`config.mk`:
```
export PLATFORM = sky130hd
export DESIGN_NAME = watchdog_timeout_timer
export DESIGN_NICKNAME = d
export VERILOG_FILES = /design/src/wdt_pkg.sv /design/src/tick_if.sv /design/src/unit_prescaler.sv /design/src/watchdog_timeout_timer.sv
export SDC_FILE = /design/constraint.sdc
export NUM_CORES = 1
export LEC_CHECK = 0
export BUFFER_PORTS_ARGS = -buffer_cell sky130_fd_sc_hd__buf_2
export CORE_ASPECT_RATIO = 1.1
export CORE_UTILIZATION = 25
export CTS_BUF_LIST = sky130_fd_sc_hd__clkbuf_4
export DETAILED_ROUTE_END_ITERATION = 10
export REMOVE_ABC_BUFFERS = 1
export SYNTH_ARGS = -nofsm -noshare
export SYNTH_HDL_FRONTEND = slang
export SYNTH_SLANG_ARGS = --single-unit
```
`constraint.sdc`:
```
create_clock -name CLK -period 2.6 [get_ports CLK]
set_input_delay 0.52 -clock CLK [delete_from_list [all_inputs] [get_ports CLK]]
set_output_delay 0.52 -clock CLK [all_outputs]
set_load 0.02 [all_outputs]
```
`src/wdt_pkg.sv`:
```
// Shared constants for the watchdog time-out timer
package wdt_pkg;
	// ==========================================================
	// Timing
	localparam int CLK_PERIOD_NS = 4;
	localparam int MS_NS = 1000000;
	localparam int MS_CYCLES_DEF = MS_NS / CLK_PERIOD_NS;
	localparam int MS_PER_FAST_SEC = 1;
	localparam int MS_PER_FAST_MIN = 60;
	localparam int MS_PER_SEC = 1000;
	localparam int MS_PER_MIN = 60000;
	localparam int PULSE_NS = 100;
	localparam int PULSE_CYCLES = (PULSE_NS / CLK_PERIOD_NS < 1) ? 1 : PULSE_NS / CLK_PERIOD_NS;

	// ==========================================================
	// Register indexes and byte addresses
	localparam logic [7:0] IDX_ACT = 8'h30;
	localparam logic [7:0] IDX_MODE = 8'hF5;
	localparam logic [7:0] IDX_COUNT = 8'hF6;
	localparam logic [7:0] IDX_CTRL = 8'hF7;
	localparam logic [7:0] IDX_ISTAT = 8'hF8;
	localparam logic [7:0] IDX_IMASK = 8'hF9;
	localparam logic [11:0] ADDR_ACT = {2'h0, IDX_ACT, 2'h0};
	localparam logic [11:0] ADDR_MODE = {2'h0, IDX_MODE, 2'h0};
	localparam logic [11:0] ADDR_COUNT = {2'h0, IDX_COUNT, 2'h0};
	localparam logic [11:0] ADDR_CTRL = {2'h0, IDX_CTRL, 2'h0};
	localparam logic [11:0] ADDR_ISTAT = {2'h0, IDX_ISTAT, 2'h0};
	localparam logic [11:0] ADDR_IMASK = {2'h0, IDX_IMASK, 2'h0};

	// ==========================================================
	// Field positions
	localparam int ACT_BIT = 0;
	localparam int MODE_FAST_BIT = 4;
	localparam int MODE_MIN_BIT = 3;
	localparam int MODE_KBC_BIT = 2;
	localparam int MODE_ROUTE_BIT = 1;
	localparam logic [7:0] MODE_MASK = 8'h1E;
	localparam int CTRL_MOUSE_BIT = 7;
	localparam int CTRL_KBD_BIT = 6;
	localparam int CTRL_TRIG_BIT = 5;
	localparam int CTRL_STAT_BIT = 4;
	localparam logic [3:0] IRQ_SEL_NONE = 4'h0;
	localparam logic [3:0] IRQ_SEL_SMI = 4'h2;
	localparam int EV_TIMEOUT = 0;
	localparam int EV_RELOAD = 1;
	localparam int EV_W = 2;

	// ==========================================================
	// Reset values
	localparam logic ACT_RST = 1'b0;
	localparam logic [7:0] MODE_RST = 8'h00;
	localparam logic [7:0] COUNT_RST = 8'h00;
	localparam logic [7:0] CTRL_RST = 8'h00;
	localparam logic [1:0] EV_RST = 2'h0;

	typedef enum logic {
		P_IDLE = 1'b0,
		P_LOW = 1'b1
	} pulse_state_t;
endpackage : wdt_pkg

```
`src/tick_if.sv`:
```
// Unit tick handshake between the watchdog core and its prescaler
`timescale 1ns/100ps
interface tick_if;
	logic fast;
	logic minute;
	logic restart;
	logic tick;
	modport ctl (output fast, output minute, output restart, input tick);
	modport gen (input fast, input minute, input restart, output tick);
endinterface : tick_if

```
`src/unit_prescaler.sv`:
```
// Millisecond prescaler producing one tick per watchdog count unit
`timescale 1ns/100ps
module unit_prescaler import wdt_pkg::*; #(
	parameter int MS_CYCLES = MS_CYCLES_DEF
) (
	// Clock and reset
	input wire logic clk,
	input wire logic srst,
	// Tick handshake
	tick_if.gen tk
);
	localparam int CW = $clog2(MS_CYCLES + 1);

	typedef struct packed {
		logic [CW-1:0] cyc;
		logic [15:0] ms;
		logic tick;
	} pre_state_t;

	pre_state_t s_r;
	pre_state_t s_nxt;
	logic [15:0] ms_lim;

	assign tk.tick = s_r.tick;

	// Unit length in milliseconds from the two mode bits
	always_comb begin
		if (tk.fast) begin
			ms_lim = tk.minute ? 16'(MS_PER_FAST_MIN) : 16'(MS_PER_FAST_SEC);
		end else begin
			ms_lim = tk.minute ? 16'(MS_PER_MIN) : 16'(MS_PER_SEC);
		end
	end

	always_comb begin
		s_nxt = s_r;
		s_nxt.tick = 1'b0;
		if (tk.restart) begin
			// A restart gives the counter a full first unit
			s_nxt.cyc = '0;
			s_nxt.ms = 16'h0000;
		end else if (s_r.cyc == CW'(MS_CYCLES - 1)) begin
			s_nxt.cyc = '0;
			if (s_r.ms >= ms_lim - 16'h0001) begin
				s_nxt.ms = 16'h0000;
				s_nxt.tick = 1'b1;
			end else begin
				s_nxt.ms = s_r.ms + 16'h0001;
			end
		end else begin
			s_nxt.cyc = s_r.cyc + CW'(1);
		end
	end

	always_ff @(posedge clk) begin
		if (srst) begin
			s_r <= '0;
		end else begin
			s_r <= s_nxt;
		end
	end
endmodule : unit_prescaler

```
`src/watchdog_timeout_timer.sv`:
```
// Watchdog time-out timer with APB register access
`timescale 1ns/100ps
module watchdog_timeout_timer import wdt_pkg::*; #(
	parameter int MS_CYCLES = MS_CYCLES_DEF
) (
	// Clock and reset
	input wire logic CLK,
	input wire logic SRST,
	// APB slave
	input wire logic PSEL,
	input wire logic PENABLE,
	input wire logic PWRITE,
	input wire logic [11:0] PADDR,
	input wire logic [31:0] PWDATA,
	output logic [31:0] PRDATA,
	output logic PREADY,
	output logic PSLVERR,
	// Event pins
	input wire logic KBC_RESET_PORT_BIT,
	input wire logic MOUSE_IRQ_IN,
	input wire logic KBD_IRQ_IN,
	// Watchdog outputs
	output logic WATCHDOG_TIMEOUT_OUTPUT_N,
	output logic KEYBOARD_RESET_PIN_O,
	output logic KEYBOARD_RESET_PIN_OE,
	output logic POWER_LED_EN,
	output logic [3:0] IRQ_NUM,
	output logic IRQ_REQ,
	output logic SYSTEM_MANAGEMENT_INTERRUPT_N,
	// Block interrupt
	output logic INTR
);
	// ==========================================================
	// State
	typedef struct packed {
		// Pin synchronisers: stage 1, 2, 3 and filtered level
		logic [2:0] s1;
		logic [2:0] s2;
		logic [2:0] s3;
		logic [2:0] lvl;
		// Registers
		logic act;
		logic [7:0] mode;
		logic [7:0] cnt;
		logic [7:0] reload;
		logic [7:0] ctrl;
		logic [EV_W-1:0] ev;
		logic [EV_W-1:0] emask;
		// Time-out pulse
		pulse_state_t pst;
		logic [7:0] pcnt;
		logic restart;
		// Bus answer
		logic [31:0] rdata;
		logic ready;
		logic slverr;
		// Pin and interrupt outputs
		logic to_n;
		logic kbr_o;
		logic kbr_oe;
		logic led;
		logic [3:0] irq_num;
		logic irq_req;
		logic smi_n;
		logic intr;
	} wdt_state_t;

	wdt_state_t s_r;
	wdt_state_t s_nxt;
	tick_if tk ();

	logic [2:0] pins;
	logic [2:0] lvl_new;
	logic [2:0] rise;
	logic setup;
	logic wr;
	logic rd;
	logic hit;
	logic timeout;
	logic reload_ev;
	logic cnt_wr;
	logic reload_req;

	assign pins = {KBD_IRQ_IN, MOUSE_IRQ_IN, KBC_RESET_PORT_BIT};

	// ==========================================================
	// Prescaler and its tick handshake
	assign tk.fast = s_r.mode[MODE_FAST_BIT];
	assign tk.minute = s_r.mode[MODE_MIN_BIT];
	assign tk.restart = s_r.restart;

	// Runs free; a load restarts it, so the first unit after a load is a whole one
	unit_prescaler #(
		.MS_CYCLES(MS_CYCLES)
	) u_pre (
		.clk(CLK),
		.srst(SRST),
		.tk(tk.gen)
	);

	// ==========================================================
	// Pin filtering: a change counts once stages 2 and 3 agree
	// Three stages keep a metastable first stage away from the edge detector
	genvar g;
	generate
		for (g = 0; g < 3; g++) begin : g_sync
			assign lvl_new[g] = (s_r.s2[g] == s_r.s3[g]) ? s_r.s3[g] : s_r.lvl[g];
			assign rise[g] = lvl_new[g] & ~s_r.lvl[g];
		end
	endgenerate

	// ==========================================================
	// Bus decode
	assign setup = PSEL & ~PENABLE;
	assign wr = PSEL & PENABLE & s_r.ready & PWRITE;
	assign rd = PSEL & PENABLE & s_r.ready & ~PWRITE;
	// A load in the same cycle as a tick or a reload takes their place
	assign cnt_wr = wr & (PADDR == ADDR_COUNT);
	assign reload_req = (rise[1] & s_r.ctrl[CTRL_MOUSE_BIT])
		| (rise[2] & s_r.ctrl[CTRL_KBD_BIT]);
	// Unmapped offsets answer with an error and leave every register alone
	always_comb begin
		unique case (PADDR)
			ADDR_ACT, ADDR_MODE, ADDR_COUNT, ADDR_CTRL, ADDR_ISTAT, ADDR_IMASK: hit = 1'b1;
			default: hit = 1'b0;
		endcase
	end

	// ==========================================================
	// Next state
	always_comb begin
		s_nxt = s_r;
		timeout = 1'b0;
		reload_ev = 1'b0;
		s_nxt.s1 = pins;
		s_nxt.s2 = s_r.s1;
		s_nxt.s3 = s_r.s2;
		s_nxt.lvl = lvl_new;
		s_nxt.restart = 1'b0;
		s_nxt.ctrl[CTRL_TRIG_BIT] = 1'b0;

		// Register writes
		if (wr && hit) begin
			unique case (PADDR)
				ADDR_ACT: s_nxt.act = PWDATA[ACT_BIT];
				ADDR_MODE: s_nxt.mode = PWDATA[7:0] & MODE_MASK;
				ADDR_COUNT: begin
					s_nxt.cnt = PWDATA[7:0];
					if (PWDATA[7:0] != 8'h00) begin
						s_nxt.reload = PWDATA[7:0];
						s_nxt.restart = 1'b1;
					end
				end
				ADDR_CTRL: begin
					s_nxt.ctrl[CTRL_MOUSE_BIT] = PWDATA[CTRL_MOUSE_BIT];
					s_nxt.ctrl[CTRL_KBD_BIT] = PWDATA[CTRL_KBD_BIT];
					s_nxt.ctrl[3:0] = PWDATA[3:0];
					if (!PWDATA[CTRL_STAT_BIT]) begin
						s_nxt.ctrl[CTRL_STAT_BIT] = 1'b0;
					end
					if (PWDATA[CTRL_TRIG_BIT]) begin
						timeout = 1'b1;
					end
				end
				ADDR_IMASK: s_nxt.emask = PWDATA[EV_W-1:0];
				default: s_nxt.emask = s_r.emask;
			endcase
		end

		// Interrupt reload wins over a count tick in the same cycle
		if (reload_req) begin
			if (s_r.reload != 8'h00 && !cnt_wr) begin
				s_nxt.cnt = s_r.reload;
				s_nxt.restart = 1'b1;
				reload_ev = 1'b1;
			end
		end else if (tk.tick && s_r.act && s_r.cnt != 8'h00 && !s_r.restart) begin
			// The prescaler sees a load one cycle late, so a tick beside it is stale
			if (!cnt_wr) begin
				s_nxt.cnt = s_r.cnt - 8'h01;
				if (s_r.cnt == 8'h01) begin
					timeout = 1'b1;
				end
			end
		end

		if (rise[0] && s_r.mode[MODE_KBC_BIT]) begin
			timeout = 1'b1;
		end

		// Time-out event: status set wins over a clearing write
		if (timeout && s_r.act) begin
			s_nxt.ctrl[CTRL_STAT_BIT] = 1'b1;
			s_nxt.pst = P_LOW;
			s_nxt.pcnt = 8'(PULSE_CYCLES - 1);
		end else begin
			unique case (s_r.pst)
				P_IDLE: s_nxt.pcnt = 8'h00;
				P_LOW: begin
					if (!s_r.act) begin
						// Dropping the activation bit ends a pulse at once
						s_nxt.pst = P_IDLE;
					end else if (s_r.pcnt == 8'h00) begin
						s_nxt.pst = P_IDLE;
					end else begin
						s_nxt.pcnt = s_r.pcnt - 8'h01;
					end
				end
			endcase
		end

		// Block interrupt: sticky events, cleared by reading the status
		// A new event beats a read clear in the same cycle; one raised in the setup cycle is cleared unread
		if (rd && PADDR == ADDR_ISTAT) begin
			s_nxt.ev = '0;
		end
		if (timeout && s_r.act) begin
			s_nxt.ev[EV_TIMEOUT] = 1'b1;
		end
		if (reload_ev) begin
			s_nxt.ev[EV_RELOAD] = 1'b1;
		end
		s_nxt.intr = |(s_nxt.ev & s_nxt.emask);

		// Read data is captured in the setup cycle; one access cycle follows
		s_nxt.ready = setup;
		s_nxt.slverr = setup & ~hit;
		s_nxt.rdata = 32'h00000000;
		if (setup) begin
			unique case (PADDR)
				ADDR_ACT: s_nxt.rdata[ACT_BIT] = s_r.act;
				ADDR_MODE: s_nxt.rdata[7:0] = s_r.mode;
				ADDR_COUNT: s_nxt.rdata[7:0] = s_r.cnt;
				ADDR_CTRL: s_nxt.rdata[7:0] = s_r.ctrl;
				ADDR_ISTAT: s_nxt.rdata[EV_W-1:0] = s_r.ev;
				ADDR_IMASK: s_nxt.rdata[EV_W-1:0] = s_r.emask;
				default: s_nxt.rdata = 32'h00000000;
			endcase
		end

		// Pin outputs
		// Pins fall silent in the cycle in which the activation bit drops
		s_nxt.to_n = ~((s_nxt.pst == P_LOW) & s_nxt.act);
		s_nxt.kbr_oe = (s_nxt.pst == P_LOW) & s_nxt.mode[MODE_ROUTE_BIT] & s_nxt.act;
		s_nxt.kbr_o = 1'b0;
		s_nxt.led = s_nxt.act;
		s_nxt.irq_num = s_nxt.ctrl[3:0];
		s_nxt.irq_req = s_nxt.act & s_nxt.ctrl[CTRL_STAT_BIT]
			& (s_nxt.ctrl[3:0] != IRQ_SEL_SMI) & (s_nxt.ctrl[3:0] != IRQ_SEL_NONE);
		s_nxt.smi_n = ~(s_nxt.act & s_nxt.ctrl[CTRL_STAT_BIT]
			& (s_nxt.ctrl[3:0] == IRQ_SEL_SMI));
	end

	// ==========================================================
	// State register
	always_ff @(posedge CLK) begin
		if (SRST) begin
			// Named reset values keep the register defaults in one place
			s_r <= '0;
			s_r.act <= ACT_RST;
			s_r.mode <= MODE_RST;
			s_r.cnt <= COUNT_RST;
			s_r.reload <= COUNT_RST;
			s_r.ctrl <= CTRL_RST;
			s_r.ev <= EV_RST;
			s_r.emask <= EV_RST;
			s_r.pst <= P_IDLE;
			s_r.to_n <= 1'b1;
			s_r.smi_n <= 1'b1;
		end else begin
			s_r <= s_nxt;
		end
	end

	// ==========================================================
	// Outputs, each straight from the state register
	assign PRDATA = s_r.rdata;
	assign PREADY = s_r.ready;
	assign PSLVERR = s_r.slverr;
	assign WATCHDOG_TIMEOUT_OUTPUT_N = s_r.to_n;
	assign KEYBOARD_RESET_PIN_O = s_r.kbr_o;
	assign KEYBOARD_RESET_PIN_OE = s_r.kbr_oe;
	assign POWER_LED_EN = s_r.led;
	assign IRQ_NUM = s_r.irq_num;
	assign IRQ_REQ = s_r.irq_req;
	assign SYSTEM_MANAGEMENT_INTERRUPT_N = s_r.smi_n;
	assign INTR = s_r.intr;
endmodule : watchdog_timeout_timer

```
* Yosys cells after proc, flatten, opt, wreduce, memory -nomap -nowiden
Index checks and enable logic that the tools add are counted.
** Word-level totals
- Logic and storage cells :: 167
- Output and inout port bits :: 45
- Flip-flop bits (word level) :: 134
** Operators by class
- Eq/ne operators :: 17
- $lt $le $gt $ge :: 1
- Add/sub/neg operators :: 5
- Bitwise operators :: 32
- Reduce and logical (&&, ||, !) cells :: 27
- Multiplexer cells :: 53
** Operators with widths (count)
- 16-bit 2-to-1 mux :: 4
- 12-bit by 10-bit == test with 1-bit output (second input constant) :: 5
- 8-bit 2-to-1 mux :: 7
- 1-bit 2-to-1 mux :: 28
- 27-bit 2-to-1 mux :: 1
- 8-bit nonzero test :: 3
- 1-bit bitwise AND :: 19
- 18-bit by 1-bit adder with 18-bit output (second input constant) :: 1
- 18-bit == test (second input constant) :: 1
- 6-bit case mux with 3 select lines :: 1
- 16-bit by 1-bit adder with 16-bit output (second input constant) :: 1
- 16-bit >= comparator :: 1
- 8-bit case mux with 2 select lines :: 1
- 16-bit by 1-bit subtractor with 16-bit output (second input constant) :: 1
- 8-bit by 1-bit subtractor with 8-bit output (second input constant) :: 2
- 5-bit 2-to-1 mux :: 3
- 12-bit by 8-bit == test with 1-bit output (second input constant) :: 1
- 1-bit NOT :: 11
- 1-bit case mux with 5 select lines :: 2
- 9-bit 2-to-1 mux :: 1
- 8-bit by 1-bit == test with 1-bit output (second input constant) :: 1
- 1-bit logical AND :: 8
- 8-bit logical NOT :: 1
- 2-bit 2-to-1 mux :: 4
- 17 further kinds :: 27

* Longest topological paths before layout
- Depth in word-level cells :: 15
- Gate-level depth with buffers :: 11
- Mapped depth without buffers :: 10

* Cells and area by module
A second synthesis with hierarchy kept.
** Second synthesis, totals
- Cells, all modules :: 631
- Area total of the unflattened synthesis :: 5666.7 um2
** Modules (own cells, without submodules)
- watchdog_timeout_timer :: sequential area each 1381.3 um2, times used 1, cells each 391, area each 3477.1 um2
- unit_prescaler :: sequential area each 700.7 um2, times used 1, cells each 240, area each 2189.6 um2

* Worst setup path before layout
Ideal clock, no wire load.
- Path kind :: register -> register
- Start :: reg s_r[86] (netlist bit)
- End :: reg u_pre.s_r[10] (netlist bit)
- Setup time :: 128 ps
- Path slack :: 221 ps
- Required time :: 2472 ps
- Cell stages (with the launch flop) :: 11
- Data arrival time :: 2251 ps
- Path buffers :: 1
- Path through :: dfxtp_1 > inv_1 > ha_1 > xor2_1 > ha_1 > o21ai_0 > o21ai_0 > a41oi_1 > o31ai_1 > clkbuf_1 > nor2_1
** Between the ends
- Word-level cells in the longest chain between the ends :: 5
- Elaborated cells between the ends (all ways) :: 6
- Classes of those cells :: add/sub (1); order compare (1); mux (4)
** Ends and longest elaborated chain
- start: declaration :: RTL line watchdog_timeout_timer.sv:68 : wdt_state_t s_r;
- start signal: assignment :: RTL line watchdog_timeout_timer.sv:271 : s_r <= s_nxt;
- 6-bit 2-to-1 mux or 16-bit 2-to-1 mux (tied branches) :: RTL line unit_prescaler.sv:29, unit_prescaler.sv:31
- 16-bit 2-to-1 mux (*) :: RTL line unit_prescaler.sv:28 : if (tk.fast) begin
- 16-bit by 1-bit subtractor with 16-bit output (*) :: RTL line unit_prescaler.sv:44 : if (s_r.ms >= ms_lim - 16'h0001) begin
- 16-bit >= comparator (*) :: RTL line unit_prescaler.sv:44
- 16-bit 2-to-1 mux (*) :: RTL line unit_prescaler.sv:44
- end signal: assignment :: RTL line unit_prescaler.sv:59 : s_r <= s_nxt;
- end: declaration :: RTL line unit_prescaler.sv:20 : pre_state_t s_r;
Mark *: on every way between the ends. The rest lies on a longest branch, timed or not.
A chain may end at the register's enable or synchronous reset.

* Worst setup path after layout
- Start :: reg s_r[87] (netlist bit)
- End :: reg u_pre.s_r[9] (netlist bit)
** Between the ends
- Word-level cells in the longest chain between the ends :: 4
** Ends and longest elaborated chain (RTL line)
- 16-bit 2-to-1 mux :: unit_prescaler.sv:28
- 16-bit by 1-bit subtractor with 16-bit output :: unit_prescaler.sv:44
- 16-bit >= comparator :: unit_prescaler.sv:44
- 16-bit 2-to-1 mux :: unit_prescaler.sv:44
No other way between the ends.

==> impl_metrics.ini <==
[outcome]
status = finished, final reports clean

[floorplan]
die_h_um = 155
io_pins = 97
die_area_mm2 = 0.0218
core-area_mm2 = 0.0206
rows = 55
chipWidth_um = 141
start_util_pct = 25.6

[worst_setup_path]
critPathTopFamily = compound AO/OA/AOI/OAI gates
endpoint_kind = flip-flop
worstPathRequired_ns = 3.01
cp_slowest_stage_delay_ns = 0.38
worst_path_max_delay_cell = dfxtp_1
cp_cell_sequence = inv_1 -> ha_1 -> inv_1 -> ha_1 -> and2_1 -> a221oi_2 -> o211ai_1 -> a41oi_1 -> o31ai_1 -> buf_4 -> nor2_1
worstPathMaxFanout = 14
criticalPathCategory = flip-flop to flip-flop
crit_buf_inv = 3
arrival_ns = 2.70
cp-start-kind = flip-flop

[routing]
drcViolationCount = 0
vias = 4191
dr.first_iter.drc_count = 200
wire_per_inst_um = 12.8
antenna_left = 0
firstDrtPassIters = 4
wirelength_um = 11500
vias_per_cell = 4.68

[synthesis]
syn_area_mm2 = 0.00529
syn_avg_cell_area_um2 = 9.00
yosys_most_used_dff = dfxtp_1
synth_top_area_share_pct = 39.3
yosysWarnings = 0
synth_largest_area_cell = dfxtp_1
synth_seq_cells = 104
async_flop_share_pct = 0
seq_area_frac_synth_pct = 39.3
ys_types = 67
netlist_instances = 588
synth-edff-count = 0
synth_most_common_cell = dfxtp_1
yosys-top-cells-count = dfxtp_1, nor2_1, buf_4, nand2_1, xor2_1
yosys-top-cells-area = dfxtp_1, nor2_1, ha_1, buf_4, xor2_1

[grt]
grtUsageMet1_pct = 14.4
grt_pass1_wl_um = 19100
grt_usage_pct = 10.8
grt-busiest-layer = met2
grt_max_degree = 46
grt_util_met2_pct = 17.3
grtUsageMet3_pct = 1.98
antenna_found_initial = 3
grt_pass1_vias = 3829
overflow = 0

[finish]
fin_nets = 713
area_growth_pct = 10.3
drive_above_1_share_pct = 15.2
stdcell_count = 896

[sta]
maxSlewViolCount = 0
finalSetupViolCount = 0
finalCriticalPeriod_ns = 2.29
whs_ns = 0.268
rsz0062_at_grt = false
slew_headroom_pct = 55.9
max_clock_freq_ghz = 0.436
worst_slew_pin_slew_ns = 0.656
setup_tns_ns = 0
finalHoldViolCount = 0
finClkSkew_ns = 0.0168
finalCritPeriodShare_pct = 88.2

[placed_design]
gp_congestion = 0.808
dp_hpwl_um = 8630
numPlacedInstances = 880
io_buffer_count = 47

[clock_tree]
cts_buffers = 9
root_buffer = clkbuf_4
clkLatencyLatePin_ns = 0.46
clkSinkCount = 104
path_clk_slew_ns = 0.16
cts_tree = built
h-tree-depth = 3
holdBufCountCts = 0
clock_path_buffers = 2

[power]
power.density_mw_per_mm2 = 426
p_leak_uw = 0.00229
ir_drop_v = 0.000168

[hold_path]
hold_path_class = input port to flip-flop

[job]
maxCapViolCount = 0
-- cell families after synthesis --
group,Yosys count,share of synthesized area (%)
AOI/OAI and AO/OA,84,11.4
other,2,0.142
buffers and inverters,68,7.70
DFF,104,39.3
adders and majority gates,26,6.15
and+or+nand+nor,247,25.4
xor gates and xnor gates,39,6.45
muxes,18,3.45
-- worst reg2reg max path, cell delays in order, from the launching register on --
cell	delay (ns)
dfxtp_1	0.38
inv_1	0.07
ha_1	0.17
inv_1	0.13
ha_1	0.27
and2_1	0.19
a221oi_2	0.25
o211ai_1	0.14
a41oi_1	0.24
o31ai_1	0.11
buf_4	0.19
nor2_1	0.11
-- registers in the layout, indices dropped and copies added, names as in the netlist, 6 cells and up --
signal and cells:
s_nxt 6, PRDATA 8, u_pre.s_r 34, s_r 46
-- per-layer routing --
layer	vias up	wire length, um	part of all wire, %
li1	2122	-	-
met1	1975	5670	49
met2	78	5210	45
met3	12	451	3.9
met4	4	138	1.2
met5	-	22	0.19
-- report_power, final --
group / total (uW) / internal [uW] / switching (uW)
Combinational: 127 / 34.7 / 92.5
Clock: 747 / 199 / 549
Sequential: 1610 / 1610 / 6.31
-- cell usage in the layout, fill, tap and decap left out, drive strengths merged, types with 14 or more instances in the layout --
cell / instances
xor2: 28
nor2: 87
ha: 26
buf: 64
inv: 17
conb: 27
nor3: 14
dfxtp: 104
nand2: 36
nand4: 18
o21ai: 15
mux2i: 16
a21oi: 21
-- through the flow --
stage,area [um2],total power (uW),worst slack (ns),util [%]
finish,5840,2490,0.307,28.3
detailed placement,5720,1770,0.0781,27.7
global route,5840,2610,0.0474,28.3
CTS,5830,2530,0.178,28.2
floorplan,5040,1710,0.00421,-
global placement,5720,1770,0.0994,27.7
-- cell type report --
type,instances,area [um2]
fill,2210,14800
clock inverter,6,45.0
antenna,1,2.50
multi-input combinational,441,2900
inverter,15,56.3
timing repair buffer,64,363
clock buffer,9,67.6
tap,256,320
sequential,104,2080
-- path summary, 6_finish.rpt --
check                                                 end                startpoint  slack [ns]  cells after the start
worst min-delay path                 s_nxt[98]$_SDFF_PP0_        KBC_RESET_PORT_BIT        0.27                      2
worst max register to register  u_pre.s_r[9]$_SDFFE_PP0N_      s_r[87]$_SDFFE_PP0P_        0.31                     11
worst min register to register   u_pre.s_r[17]$_SDFF_PP0_  u_pre.s_r[17]$_SDFF_PP0_        0.45                      1
worst max-delay path            u_pre.s_r[9]$_SDFFE_PP0N_      s_r[87]$_SDFFE_PP0P_        0.31                     11
-- repair_timing --
action                                  in CTS  in global routing
endpoints found under the setup margin       0                 10
resized for setup                            0                  1
buffers inserted                             0                  0
No activity file was read; power rests on OpenSTA's default activity.
